<file path="config.mk">
export PLATFORM = sky130hd
export DESIGN_NAME = adc_config_control
export DESIGN_NICKNAME = d
export VERILOG_FILES = /design/src/hw/adc_ctrl_pkg.sv /design/src/hw/adc_config_control.sv
export SDC_FILE = /design/constraint.sdc
export NUM_CORES = 1
export LEC_CHECK = 0
export BUFFER_PORTS_ARGS = -buffer_cell sky130_fd_sc_hd__buf_2
export CORE_MARGIN = 2
export CORE_UTILIZATION = 35
export DETAILED_ROUTE_END_ITERATION = 7
export GPL_TIMING_DRIVEN = 0
export REMOVE_ABC_BUFFERS = 1
export SLEW_MARGIN = 0
export SYNTH_ARGS = -nofsm -noshare
export SYNTH_HDL_FRONTEND = slang
export SYNTH_SLANG_ARGS = --single-unit
export TNS_END_PERCENT = 1
</file>
<file path="constraint.sdc">
create_clock -name MCLK -period 5.2 [get_ports MCLK]
set_input_delay 0.52 -clock MCLK [delete_from_list [all_inputs] [get_ports MCLK]]
set_output_delay 0.52 -clock MCLK [all_outputs]
set_load 0.02 [all_outputs]
</file>
<file path="src/hw/adc_ctrl_pkg.sv">
package adc_ctrl_pkg;
   // Register byte offsets on the control bus
   localparam int ADDR_W = 8;
   typedef logic [ADDR_W-1:0] addr_t;
   localparam addr_t CFG_OFS = 8'h00;
   localparam addr_t SC2_OFS = 8'h04;
   localparam addr_t AVG_OFS = 8'h08;
   localparam addr_t SC1_OFS = 8'h0C;
   localparam addr_t RH_OFS = 8'h10;
   localparam addr_t RL_OFS = 8'h14;
   localparam addr_t CVH_OFS = 8'h18;
   localparam addr_t CVL_OFS = 8'h1C;
   localparam addr_t PC1_OFS = 8'h20;
   localparam addr_t PC2_OFS = 8'h24;

   // Configuration register fields, bit 7 first
   typedef struct packed {
      logic low_power_config;
      logic [1:0] clock_divide_select;
      logic long_sample_select;
      logic [1:0] resolution_select;
      logic [1:0] input_clock_select;
   } cfg_t;

   // Trigger and compare control fields
   typedef struct packed {
      logic trigger_select;
      logic compare_function_enable;
      logic compare_greater_select;
      logic [1:0] reference_pair_select;
   } sc2_t;

   // Channel status and control fields (flag held apart)
   typedef struct packed {
      logic complete_interrupt_enable;
      logic continuous_select;
      logic differential_select;
      logic [4:0] input_channel_select;
   } sc1_t;

   // Averaging control fields
   typedef struct packed {
      logic averaging_enable;
      logic [1:0] average_count_select;
   } avg_t;

   // Reset values
   localparam cfg_t CFG_RST = 8'h00;
   localparam sc2_t SC2_RST = 5'h00;
   localparam sc1_t SC1_RST = 8'h1F;
   localparam avg_t AVG_RST = 3'h0;

   // Resolution encodings
   localparam logic [1:0] RES_8 = 2'h0;
   localparam logic [1:0] RES_12 = 2'h1;
   localparam logic [1:0] RES_10 = 2'h2;
   localparam logic [1:0] RES_16 = 2'h3;

   // Input clock sources
   localparam logic [1:0] CLK_BUS = 2'h0;
   localparam logic [1:0] CLK_BUS_HALF = 2'h1;
   localparam logic [1:0] CLK_ALT = 2'h2;
   localparam logic [1:0] CLK_ASYNC = 2'h3;

   // Reference pairs; the fourth code is not a pair
   localparam logic [1:0] REF_EXTERNAL = 2'h0;
   localparam logic [1:0] REF_ALTERNATE = 2'h1;
   localparam logic [1:0] REF_BANDGAP = 2'h2;

   // Sample window in conversion clock ticks
   localparam logic [4:0] SHORT_SAMPLE_TICKS = 5'h04;
   localparam logic [4:0] LONG_SAMPLE_TICKS = 5'h18;

   // Bus responses
   localparam logic [1:0] RESP_OKAY = 2'h0;
   localparam logic [1:0] RESP_SLVERR = 2'h2;

   typedef enum logic [1:0] {ST_IDLE, ST_SAMPLE, ST_CONVERT, ST_DONE} st_t;
endpackage

</file>
<file path="src/hw/adc_config_control.sv">
// The AXI4-Lite slave port and the register offsets were chosen for this implementation.
`timescale 1ns/10ps
`default_nettype none
module adc_config_control (
   input wire logic MCLK,
   input wire logic RST,
   input wire logic [adc_ctrl_pkg::ADDR_W-1:0] AWADDR,
   input wire logic AWVALID,
   output logic AWREADY,
   input wire logic [31:0] WDATA,
   input wire logic [3:0] WSTRB,
   input wire logic WVALID,
   output logic WREADY,
   output logic [1:0] BRESP,
   output logic BVALID,
   input wire logic BREADY,
   input wire logic [adc_ctrl_pkg::ADDR_W-1:0] ARADDR,
   input wire logic ARVALID,
   output logic ARREADY,
   output logic [31:0] RDATA,
   output logic [1:0] RRESP,
   output logic RVALID,
   input wire logic RREADY,
   input wire logic ALT_CLK_TICK,
   input wire logic ASYNC_CLK_TICK,
   input wire logic HW_TRIGGER,
   input wire logic COMP_HIGH,
   output logic SAMPLE_ENABLE,
   output logic [15:0] DAC_CODE,
   output logic [4:0] CHANNEL_SELECT,
   output logic DIFF_SELECT,
   output logic [1:0] REF_PAIR_SELECT,
   output logic LOW_POWER,
   output logic [15:0] PIN_DIGITAL_DISABLE,
   output logic CONV_IRQ
);
   import adc_ctrl_pkg::*;

   cfg_t cfg_q;
   sc2_t sc2_q;
   sc1_t sc1_q;
   avg_t avg_q;
   logic coco_q;
   logic [15:0] cv_q;
   logic [7:0] pc1_q;
   logic [7:0] pc2_q;
   logic [15:0] result_q;
   logic lock_q;
   st_t st_q;
   logic [15:0] sar_q;
   logic [4:0] bit_q;
   logic [4:0] samp_q;
   logic [2:0] div_q;
   logic half_q;
   logic [20:0] acc_q;
   logic [5:0] avg_cnt_q;
   logic aw_held_q;
   logic w_held_q;
   logic [ADDR_W-1:0] awaddr_q;
   logic [31:0] wdata_q;
   logic [3:0] wstrb_q;

   logic wr_go;
   logic rd_go;
   logic sw_start;
   logic start;
   logic src_tick;
   logic tick;
   logic [4:0] nbits;
   logic [15:0] full_code;
   logic [5:0] avg_total;
   logic [15:0] final_code;
   logic cmp_ok;
   logic [31:0] rd_word;

   // Bus handshakes; one write and one read outstanding at most
   assign AWREADY = !aw_held_q && !BVALID;
   assign WREADY = !w_held_q && !BVALID;
   assign ARREADY = !RVALID;
   assign wr_go = (aw_held_q || AWVALID) && (w_held_q || WVALID) && !BVALID;
   assign rd_go = ARVALID && !RVALID;

   // Address and data captured in either order
   always_ff @(posedge MCLK) begin
      if (RST) begin
         aw_held_q <= 1'b0;
         w_held_q <= 1'b0;
         awaddr_q <= '0;
         wdata_q <= '0;
         wstrb_q <= '0;
      end else begin
         if (AWVALID && AWREADY) begin
            awaddr_q <= AWADDR;
         end
         if (WVALID && WREADY) begin
            wdata_q <= WDATA;
            wstrb_q <= WSTRB;
         end
         aw_held_q <= (aw_held_q || (AWVALID && AWREADY)) && !wr_go;
         w_held_q <= (w_held_q || (WVALID && WREADY)) && !wr_go;
      end
   end

   logic [ADDR_W-1:0] wa;
   logic [31:0] wd;
   logic [3:0] ws;
   assign wa = aw_held_q ? awaddr_q : AWADDR;
   assign wd = w_held_q ? wdata_q : WDATA;
   assign ws = w_held_q ? wstrb_q : WSTRB;

   // Write response; unmapped offsets answer with an error
   always_ff @(posedge MCLK) begin
      if (RST) begin
         BVALID <= 1'b0;
         BRESP <= RESP_OKAY;
      end else if (wr_go) begin
         BVALID <= 1'b1;
         BRESP <= (wa > PC2_OFS || wa[1:0] != 2'h0) ? RESP_SLVERR : RESP_OKAY;
      end else if (BREADY) begin
         BVALID <= 1'b0;
      end
   end

   // Software registers; only byte lane 0 matters except reference pair and differential select
   always_ff @(posedge MCLK) begin
      if (RST) begin
         cfg_q <= CFG_RST;
         sc2_q <= SC2_RST;
         sc1_q <= SC1_RST;
         avg_q <= AVG_RST;
         cv_q <= '0;
         pc1_q <= '0;
         pc2_q <= '0;
      end else if (wr_go && ws[0]) begin
         unique case (wa)
            CFG_OFS: cfg_q <= cfg_t'(wd[7:0]);
            SC2_OFS: begin
               // Bits 3:0 are not stored; software writes them zero
               sc2_q.trigger_select <= wd[6];
               sc2_q.compare_function_enable <= wd[5];
               sc2_q.compare_greater_select <= wd[4];
               if (ws[1] && wd[9:8] != 2'h3) begin
                  sc2_q.reference_pair_select <= wd[9:8];
               end
            end
            AVG_OFS: avg_q <= avg_t'(wd[2:0]);
            SC1_OFS: begin
               sc1_q.complete_interrupt_enable <= wd[6];
               sc1_q.continuous_select <= wd[5];
               sc1_q.input_channel_select <= wd[4:0];
               if (ws[1]) begin
                  sc1_q.differential_select <= wd[8];
               end
            end
            CVH_OFS: cv_q[15:8] <= wd[7:0];
            CVL_OFS: cv_q[7:0] <= wd[7:0];
            PC1_OFS: pc1_q <= wd[7:0];
            PC2_OFS: pc2_q <= wd[7:0];
            default: ;
         endcase
      end
   end

   // Read mux; reserved bits and unmapped words read zero
   always_comb begin
      rd_word = '0;
      unique case (ARADDR)
         CFG_OFS: rd_word[7:0] = cfg_q;
         SC2_OFS: begin
            rd_word[7] = (st_q != ST_IDLE);
            rd_word[6:4] = {sc2_q.trigger_select,
                            sc2_q.compare_function_enable,
                            sc2_q.compare_greater_select};
            rd_word[3:0] = 4'h0;
            rd_word[9:8] = sc2_q.reference_pair_select;
         end
         AVG_OFS: rd_word[2:0] = avg_q;
         SC1_OFS: begin
            rd_word[7] = coco_q;
            rd_word[6:0] = {sc1_q.complete_interrupt_enable,
                            sc1_q.continuous_select,
                            sc1_q.input_channel_select};
            rd_word[8] = sc1_q.differential_select;
         end
         RH_OFS: rd_word[7:0] = result_q[15:8];
         RL_OFS: rd_word[7:0] = result_q[7:0];
         CVH_OFS: rd_word[7:0] = cv_q[15:8];
         CVL_OFS: rd_word[7:0] = cv_q[7:0];
         PC1_OFS: rd_word[7:0] = pc1_q;
         PC2_OFS: rd_word[7:0] = pc2_q;
         default: rd_word = '0;
      endcase
   end

   // Read channel, answered one cycle after acceptance
   always_ff @(posedge MCLK) begin
      if (RST) begin
         RVALID <= 1'b0;
         RDATA <= '0;
         RRESP <= RESP_OKAY;
      end else if (rd_go) begin
         RVALID <= 1'b1;
         RDATA <= rd_word;
         RRESP <= (ARADDR > PC2_OFS || ARADDR[1:0] != 2'h0) ?
                  RESP_SLVERR : RESP_OKAY;
      end else if (RREADY) begin
         RVALID <= 1'b0;
      end
   end

   // Input clock source, then divide by 1, 2, 4 or 8
   always_comb begin
      unique case (cfg_q.input_clock_select)
         CLK_BUS: src_tick = 1'b1;
         CLK_BUS_HALF: src_tick = half_q;
         CLK_ALT: src_tick = ALT_CLK_TICK;
         CLK_ASYNC: src_tick = ASYNC_CLK_TICK;
      endcase
   end
   assign tick = src_tick &&
      ((div_q & ((3'h1 << cfg_q.clock_divide_select) - 3'h1)) == 3'h0);

   // Divider counter advances on each source tick
   always_ff @(posedge MCLK) begin
      if (RST) begin
         half_q <= 1'b0;
         div_q <= '0;
      end else begin
         half_q <= !half_q;
         if (src_tick) begin
            div_q <= div_q + 3'h1;
         end
      end
   end

   // Result width from resolution and input mode
   always_comb begin
      unique case (cfg_q.resolution_select)
         RES_8: nbits = sc1_q.differential_select ? 5'd9 : 5'd8;
         RES_12: nbits = sc1_q.differential_select ? 5'd13 : 5'd12;
         RES_10: nbits = sc1_q.differential_select ? 5'd11 : 5'd10;
         RES_16: nbits = 5'd16;
      endcase
      full_code = 16'((17'h1 << nbits) - 17'h1);
   end

   // Averaging count of 4, 8, 16 or 32 samples
   assign avg_total = avg_q.averaging_enable ?
      6'(6'h4 << avg_q.average_count_select) : 6'h1;
   // Last sample is not yet in acc_q at DONE, so it is added here
   assign final_code = avg_q.averaging_enable ?
      16'((acc_q + 21'(sar_q)) >> (5'd2 + 5'(avg_q.average_count_select)))
      : sar_q;
   // Compare gate on the very code that would be stored
   assign cmp_ok = !sc2_q.compare_function_enable ||
      (sc2_q.compare_greater_select ? (final_code >= cv_q)
                                    : (final_code < cv_q));

   // A channel register write restarts a software conversion
   assign sw_start = wr_go && ws[0] && wa == SC1_OFS;
   assign start = sc2_q.trigger_select ? HW_TRIGGER : sw_start;

   // Conversion sequencer: sample window, then one bit per tick
   always_ff @(posedge MCLK) begin
      if (RST) begin
         st_q <= ST_IDLE;
         sar_q <= '0;
         bit_q <= '0;
         samp_q <= '0;
         acc_q <= '0;
         avg_cnt_q <= '0;
      end else if (sw_start) begin
         // Software write aborts whatever was running
         st_q <= sc2_q.trigger_select ? ST_IDLE : ST_SAMPLE;
         samp_q <= '0;
         acc_q <= '0;
         avg_cnt_q <= '0;
      end else begin
         unique case (st_q)
            ST_IDLE: begin
               if (start) begin
                  st_q <= ST_SAMPLE;
                  samp_q <= '0;
                  acc_q <= '0;
                  avg_cnt_q <= '0;
               end
            end
            ST_SAMPLE: begin
               if (tick) begin
                  samp_q <= samp_q + 5'h1;
                  if (samp_q + 5'h1 >= (cfg_q.long_sample_select ?
                        LONG_SAMPLE_TICKS : SHORT_SAMPLE_TICKS)) begin
                     st_q <= ST_CONVERT;
                     sar_q <= '0;
                     bit_q <= nbits - 5'h1;
                  end
               end
            end
            ST_CONVERT: begin
               if (tick) begin
                  // Comparator high keeps the trial bit; an input at
                  // or over the top keeps all, at the floor keeps none
                  if (COMP_HIGH) begin
                     sar_q[bit_q[3:0]] <= 1'b1;
                  end
                  if (bit_q == 5'h0) begin
                     st_q <= ST_DONE;
                  end else begin
                     bit_q <= bit_q - 5'h1;
                  end
               end
            end
            ST_DONE: begin
               acc_q <= acc_q + 21'(sar_q);
               avg_cnt_q <= avg_cnt_q + 6'h1;
               samp_q <= '0;
               if (avg_cnt_q + 6'h1 < avg_total) begin
                  st_q <= ST_SAMPLE;
               end else if (sc1_q.continuous_select) begin
                  st_q <= ST_SAMPLE;
                  acc_q <= '0;
                  avg_cnt_q <= '0;
               end else begin
                  st_q <= ST_IDLE;
               end
            end
         endcase
      end
   end

   logic finish;
   logic [15:0] store_code;
   assign finish = (st_q == ST_DONE) && (avg_cnt_q + 6'h1 >= avg_total);
   // Stored code is the compared code, so the two cannot disagree
   assign store_code = final_code;

   // Result transfer, lock and complete flag; set beats clear
   always_ff @(posedge MCLK) begin
      if (RST) begin
         result_q <= '0;
         lock_q <= 1'b0;
         coco_q <= 1'b0;
      end else begin
         if (rd_go && ARADDR == RH_OFS) begin
            lock_q <= 1'b1;
         end else if (rd_go && ARADDR == RL_OFS) begin
            lock_q <= 1'b0;
         end
         if (finish && !lock_q && cmp_ok) begin
            // Locked results are kept; the new one is dropped
            result_q <= (store_code > full_code) ? full_code : store_code;
            coco_q <= 1'b1;
         end else if (sw_start || (rd_go && ARADDR == RL_OFS)) begin
            coco_q <= 1'b0;
         end
      end
   end

   // Analog side controls
   assign SAMPLE_ENABLE = (st_q == ST_SAMPLE);
   assign DAC_CODE = sar_q | ((st_q == ST_CONVERT) ?
      16'(17'h1 << bit_q) : 16'h0);
   assign CHANNEL_SELECT = sc1_q.input_channel_select;
   assign DIFF_SELECT = sc1_q.differential_select;
   assign REF_PAIR_SELECT = sc2_q.reference_pair_select;
   assign LOW_POWER = cfg_q.low_power_config;
   // Bit n of the pair drives pin of channel n
   assign PIN_DIGITAL_DISABLE = {pc2_q, pc1_q};
   assign CONV_IRQ = coco_q && sc1_q.complete_interrupt_enable;
endmodule
`default_nettype wire

</file>
Word level (Yosys, flattened, before mapping). Index checks and enable logic that the tools add are counted.

Register bits: 171. Bits of input ports: 63. Logic and storage cells: 236. Output and inout port bits: 84.

Equal/unequal tests: 37. Order comparisons: 10. Shift-type cells: 5. Bitwise operators: 4. $add $sub $neg: 9. Multiplexer cells: 62. Reduce and logical (&&, ||, !) cells: 69.

Operator list (number): $mux 16 (7); $mux 21 (3); $eq 8x5->1 const B (6); $pmux 5 s9 (1); $pmux 21 s2 (1); $mux 5 (7); $eq 8x4->1 const B (4); $eq 8x6->1 const B (4); $or 16x16->16 (2); $pmux 16 s2 (1); $shl 1x5->16 const A (2); $pmux 3 s9 (1); $mux 6 (4); $add 21x16->21 (1); $shr 21x3->16 (1); $logic_and 1x1->1 (20); $pmux 5 s4 (1); $mux 1 (18); $mux 2 (9); $reduce_and 2->1 (9); $reduce_bool 2->1 (9); $eq 8x3->1 const B (2); $ge 16x16->1 (1); $gt 16x16->1 (1); 44 further kinds (81).

Depth between registers and ports, before layout.
Depth after elaboration: 9. Gate-level depth with buffers: 21. Gate-level depth less buffers: 19.

Worst setup path before layout. OpenSTA, ideal clock, no wires.

Path type: flip-flop to flip-flop. Start point: reg sar_q[0]. End point: reg result_q[15]. Buffers on the path: 1. Clock period less this slack: 4533 ps. Path slack: 667 ps. Library setup time: 122 ps. Cell stages (with the launch flop): 20. Required time: 5078 ps. Arrival time: 4411 ps. Cells stage by stage: dfxtp_1 ha_1 fa_1 a211oi_1 o211ai_2 a21oi_2 o21ai_2 xnor2_1 mux4_2 mux2_2 ha_1 a21oi_1 nand2_1 a31o_2 o21ai_0 a41o_1 a31o_2 clkbuf_1 nor4b_1 a221o_1.

Word-level cells in the longest chain between the ends: 7. Elaborated cells on any way between the ends: 10. Classes of those cells: add/sub: 1; order compare: 3; shift: 1; mux: 3; reduce/logical: 2.

Ends and longest elaborated chain: start, declared (line adc_config_control.sv:50) `logic [15:0] sar_q;`; start signal, assigned (line adc_config_control.sv:267) `sar_q <= '0;`; start signal, assigned (line adc_config_control.sv:294) `sar_q <= '0;`; start signal, assigned by index (line adc_config_control.sv:304) `sar_q[bit_q[3:0]] <= 1'b1;`; $add 21x16->21 (line adc_config_control.sv:252) `16'((acc_q + 21'(sar_q)) >> (5'd2 + 5'(avg_q.average_count_select)))`; $shr 21x3->16 (line adc_config_control.sv:252); $mux 16 * (line adc_config_control.sv:251) `assign final_code = avg_q.averaging_enable ?`; $lt 16x16->1 / $ge 16x16->1 (equally long branches) (line adc_config_control.sv:257, adc_config_control.sv:256); $mux 1 (line adc_config_control.sv:256) `(sc2_q.compare_greater_select ? (final_code >= cv_q)`; $logic_or 1x1->1 (line adc_config_control.sv:255) `assign cmp_ok = !sc2_q.compare_function_enable ||`; $logic_and 1x1->1 (line adc_config_control.sv:349) `if (finish && !lock_q && cmp_ok) begin`; end signal, assigned (line adc_config_control.sv:351) `result_q <= (store_code > full_code) ? full_code : store_code;`; end, declared (line adc_config_control.sv:47) `logic [15:0] result_q;`.

Mark *: on every way between the ends. The rest lies on a longest branch, timed or not. A chain may end at the register's enable or synchronous reset.

Final worst setup path.
Start point: reg sar_q[0]. End point: reg result_q[10].

Same word-level chain as after synthesis.

==> summary.md <==
| Metric | Value |
|---|---|
| Syn avg cell area | `between 7 and 8 um^2` |
| EDFF count, synth | `0` |
| Mapped cell area | `10,600 um^2` |
| Commonest non-fill, non-tap cell in the layout | `nor2_1` |
| Initial core utilization | `between 30% and 40%` |
| Worst rel slew slack | `13.8%` |
| Top Ports | `around 150` |
| Placed cell area | `between 10,000 and 15,000 um^2` |
| Max-slew violations | `0` |
| Worst-margin pin slew | `1290 ps` |
| Netlist cell types | `81` |
| Die Span Y | `between 150 and 200 um` |
| Finished Layout Cells | `around 1.8k` |
| Final WS setup | `between 150 and 200 ps` |
| First-pass GRT wire length | `51,100 um` |
| Routability-driven placement congestion ratio | `between 0.9 and 1` |
| Clock slew at reported path FFs | `70 ps` |
| Final clock skew | `about 16 ps` |
| Max H-tree Level | `4` |
| Site row count | `63` |
| Vias in the first global route | `~9.2k` |
| Aggregate global routing overflow | `0` |
| Tot GR Track Use | `approximately 21%` |
| Seq/Total Area, Yosys | `about a third` |
| Core area | `about 30,000 um^2` |
| Hold_buf cts | `0` |
| Hpwl dp | `between 20,000 and 25,000 um` |
| Arr. time, crit path | `approximately 5400 ps` |
| First drt pass iteration count | `6` |
| CTS tree | `done` |
| Total power | `3.08 mW` |
| WP data required | `about 5600 ps` |
| Crit. End Element | `register` |
| # port buffers | `slightly below 100` |
| Reg2reg path depth | `18` |
| Clock Sinks | `around 170` |
| Largest net degree at the start of global routing | `65` |
| Reg2Reg Launch Point | `sar_q[0]$_SDFFE_PP0P_` |
| Vias per cell | `between 5 and 6` |
| WHS Path Cells | `2` |
| Final core occ | `40.6%` |
| Pwr/cell area | `about 260 nW/um^2` |
| WL/cell | `about 18 um` |
| Yosys Warn Count | `0` |
| Achievable Freq | `slightly below 200 MHz` |
| Leak pwr | `4.90 nW` |
| Min cycle time layout | `approximately 5000 ps` |
| Fin. Hold Viols | `0` |
| Worst-path cell chain | `ha_1 > fa_2 > a211oi_4 > o211ai_2 > a21oi_2 > o21ai_2 > xnor2_2 > mux4_2 > mux2_2 > ha_1 > nand3_1 > a311oi_1 > o21ai_0 > a41o_1 > buf_4 > a31o_4 > or3_1 > o31ai_1` |
| Nets | `roughly 1.5k` |
| Max Buffers Root-to-Sink | `2` |
| Clk root buf | `clkbuf_16` |
| CP top delay family | `compound AO/OA/AOI/OAI gates` |
| Pre-CTS setup slack | `-905 ps` |
| Hold WC Path Type | `in -> reg` |
| Placed cells | `~1.8k` |
| Crit path to | `result_q[10]$_SDFFE_PP0P_` |
| Max-cap violation count | `0` |
| Antenna violations before repair | `1` |
| Post-route DRC | `0` |
| DRT iter0 DRCs | `between 1k and 1.5k` |
| Worst Path Buf+Inv | `1` |
| ANT nets after route | `0` |
| Area delta synth->final | `14.2%` |
| FFs w/ async S/R, synth | `0%` |
| Main synth FF type | `dfxtp_1` |
| CP Launch Type | `register` |
| CP max-delay cell | `mux4_2` |
| #FFs+latches synth | `approximately 170` |
| Crit path max fanout | `17` |
| Vias | `around 10k` |
| Final critical-path share of the clock period | `96.7%` |
| Post-Route WL | `33,100 um` |
| R2R Setup Slk | `~170 ps` |
| Worst reg2reg endpoint | `result_q[10]$_SDFFE_PP0P_` |
| Share of cells above drive strength 1 | `around 14%` |
| Worst-skew pair later-pin latency | `440 ps` |
| Mapped Cells | `between 1k and 1.5k` |
| Design area | `between 10,000 and 15,000 um^2` |
| Die ar. | `~32,000 um^2` |
| Worst VDD drop | `0.000182 V` |
| Status | `finished, final reports clean` |
| CP startpoint | `sar_q[0]$_SDFFE_PP0P_` |
| Most frequent cells in the layout | `nor2_1, dfxtp_1, nand2_1, a21oi_1, buf_2` |
| TritonCTS Buffers | `17` |
| Die Wd | `roughly 180 um` |
| Crit. path cell count | `18` |
| CP peak stage delay | `about 460 ps` |
| Setup CP Type | `reg -> reg` |
| CP most frequent cell | `ha_1` |
| # setup viols final | `0` |
-- power by group --
part / internal (mW) / switching (mW)
sequential: 1.32 / 0.0479
combinational: 0.104 / 0.241
clock: 0.747 / 0.614
total: 2.17 / 0.903
-- state kept, by name, summed over array words and instances, names as in the netlist, 3 cells and up --
signal	cells
sc2_q	3
result_q	16
cfg_q	7
bit_q	5
avg_q	3
CHANNEL_SELECT	5
samp_q	5
RDATA	10
cv_q	16
avg_cnt_q	6
div_q	3
wdata_q	10
awaddr_q	8
sar_q	16
acc_q	21
pc2_q	8
pc1_q	8
-- per-stage QoR --
step,hold slack [ps],setup TNS [ps]
floorplan,388,0
global placement,412,-21940
detailed placement,409,-9740
CTS,250,0
global route,253,-101
finish,260,0
-- cells by family (layout without fill, tap and decap cells) --
| logic type | count (synthesis) | in the layout | synth area share, % |
|---|---|---|---|
| flip-flops | 169 | 169 | 32.0 |
| adder cells (fa/ha/maj) | 67 | 67 | 8.01 |
| AO/OA/AOI/OAI | 404 | 405 | 25.6 |
| multiplexers | 44 | 44 | 4.41 |
| other | 2 | 31 | 0.0711 |
| XOR/XNOR | 27 | 27 | 2.24 |
| buffers and inverters | 150 | 194 | 6.69 |
| AND/OR/NAND/NOR | 481 | 482 | 21.0 |
-- synthesized netlist by cell type (4+ instances only) --
cell type / n / area [um^2]
nand4_1: 14 / 87.6
nand3_1: 28 / 140
nor2b_1: 19 / 119
a31o_2: 7 / 61.3
a21oi_1: 121 / 606
buf_2: 10 / 50.1
a32oi_1: 4 / 35.0
clkbuf_1: 53 / 199
a22oi_1: 35 / 263
o211ai_1: 16 / 120
and2_1: 9 / 56.3
ha_1: 66 / 826
o22ai_1: 6 / 37.5
a21o_1: 17 / 128
xnor2_1: 18 / 158
nor4_1: 5 / 31.3
inv_1: 46 / 173
o21bai_1: 6 / 45.0
nand2b_1: 10 / 62.6
mux2_2: 10 / 113
mux2i_1: 33 / 330
nand3b_1: 8 / 60.1
a211oi_1: 61 / 458
xor2_1: 9 / 78.8
o31ai_1: 4 / 30.0
nand2_1: 138 / 518
buf_4: 33 / 248
nor3_1: 28 / 140
buf_1: 4 / 15.0
a221oi_1: 6 / 52.6
a31oi_1: 9 / 56.3
dfxtp_1: 169 / 3380
o21ai_0: 51 / 255
a211o_1: 8 / 70.1
or3_1: 7 / 43.8
o21ai_1: 7 / 35.0
o21a_1: 4 / 30.0
a221o_1: 8 / 80.1
a222oi_1: 6 / 60.1
and3_1: 9 / 56.3
nor3b_1: 5 / 37.5
nor2_1: 177 / 664
-- timing repair --
action / 4_1_cts / 5_1_grt
cloned: 2 / 0
setup endpoints to repair: 17 / 17
gates resized for setup: 9 / 18
setup buffers: 0 / 12
pin swaps: 1 / 4
-- final cells by class --
class,count,area [um^2]
Sequential cell,169,3380
Clock inverter,13,174
Inverter,49,191
Multi-Input combinational cell,1055,6740
Tap cell,390,488
Fill cell,3018,17700
Clock buffer,19,443
Antenna cell,1,2.50
Timing Repair Buffer,113,633
-- routing by layer --
layer	wire length, um	part of all wire, %	global-route usage (%)	vias to the layer above
met4	731	2.2	6.52	2
met1	15600	47	30.1	4751
met5	11	0.033	0	-
met2	14400	44	30.8	392
met3	2380	7.2	3.06	49
li1	-	-	-	4945
-- worst min-delay path by stage --
stage,endpoint,startpoint
2_1_floorplan,half_q$_SDFF_PP0_,half_q$_SDFF_PP0_
3_3_place_gp,half_q$_SDFF_PP0_,half_q$_SDFF_PP0_
3_5_place_dp,half_q$_SDFF_PP0_,half_q$_SDFF_PP0_
4_1_cts,RVALID$_SDFFE_PP0P_,RREADY
5_1_grt,RVALID$_SDFFE_PP0P_,RREADY
6_report,RVALID$_SDFFE_PP0P_,RREADY
Power figures use the tool's default switching activity.
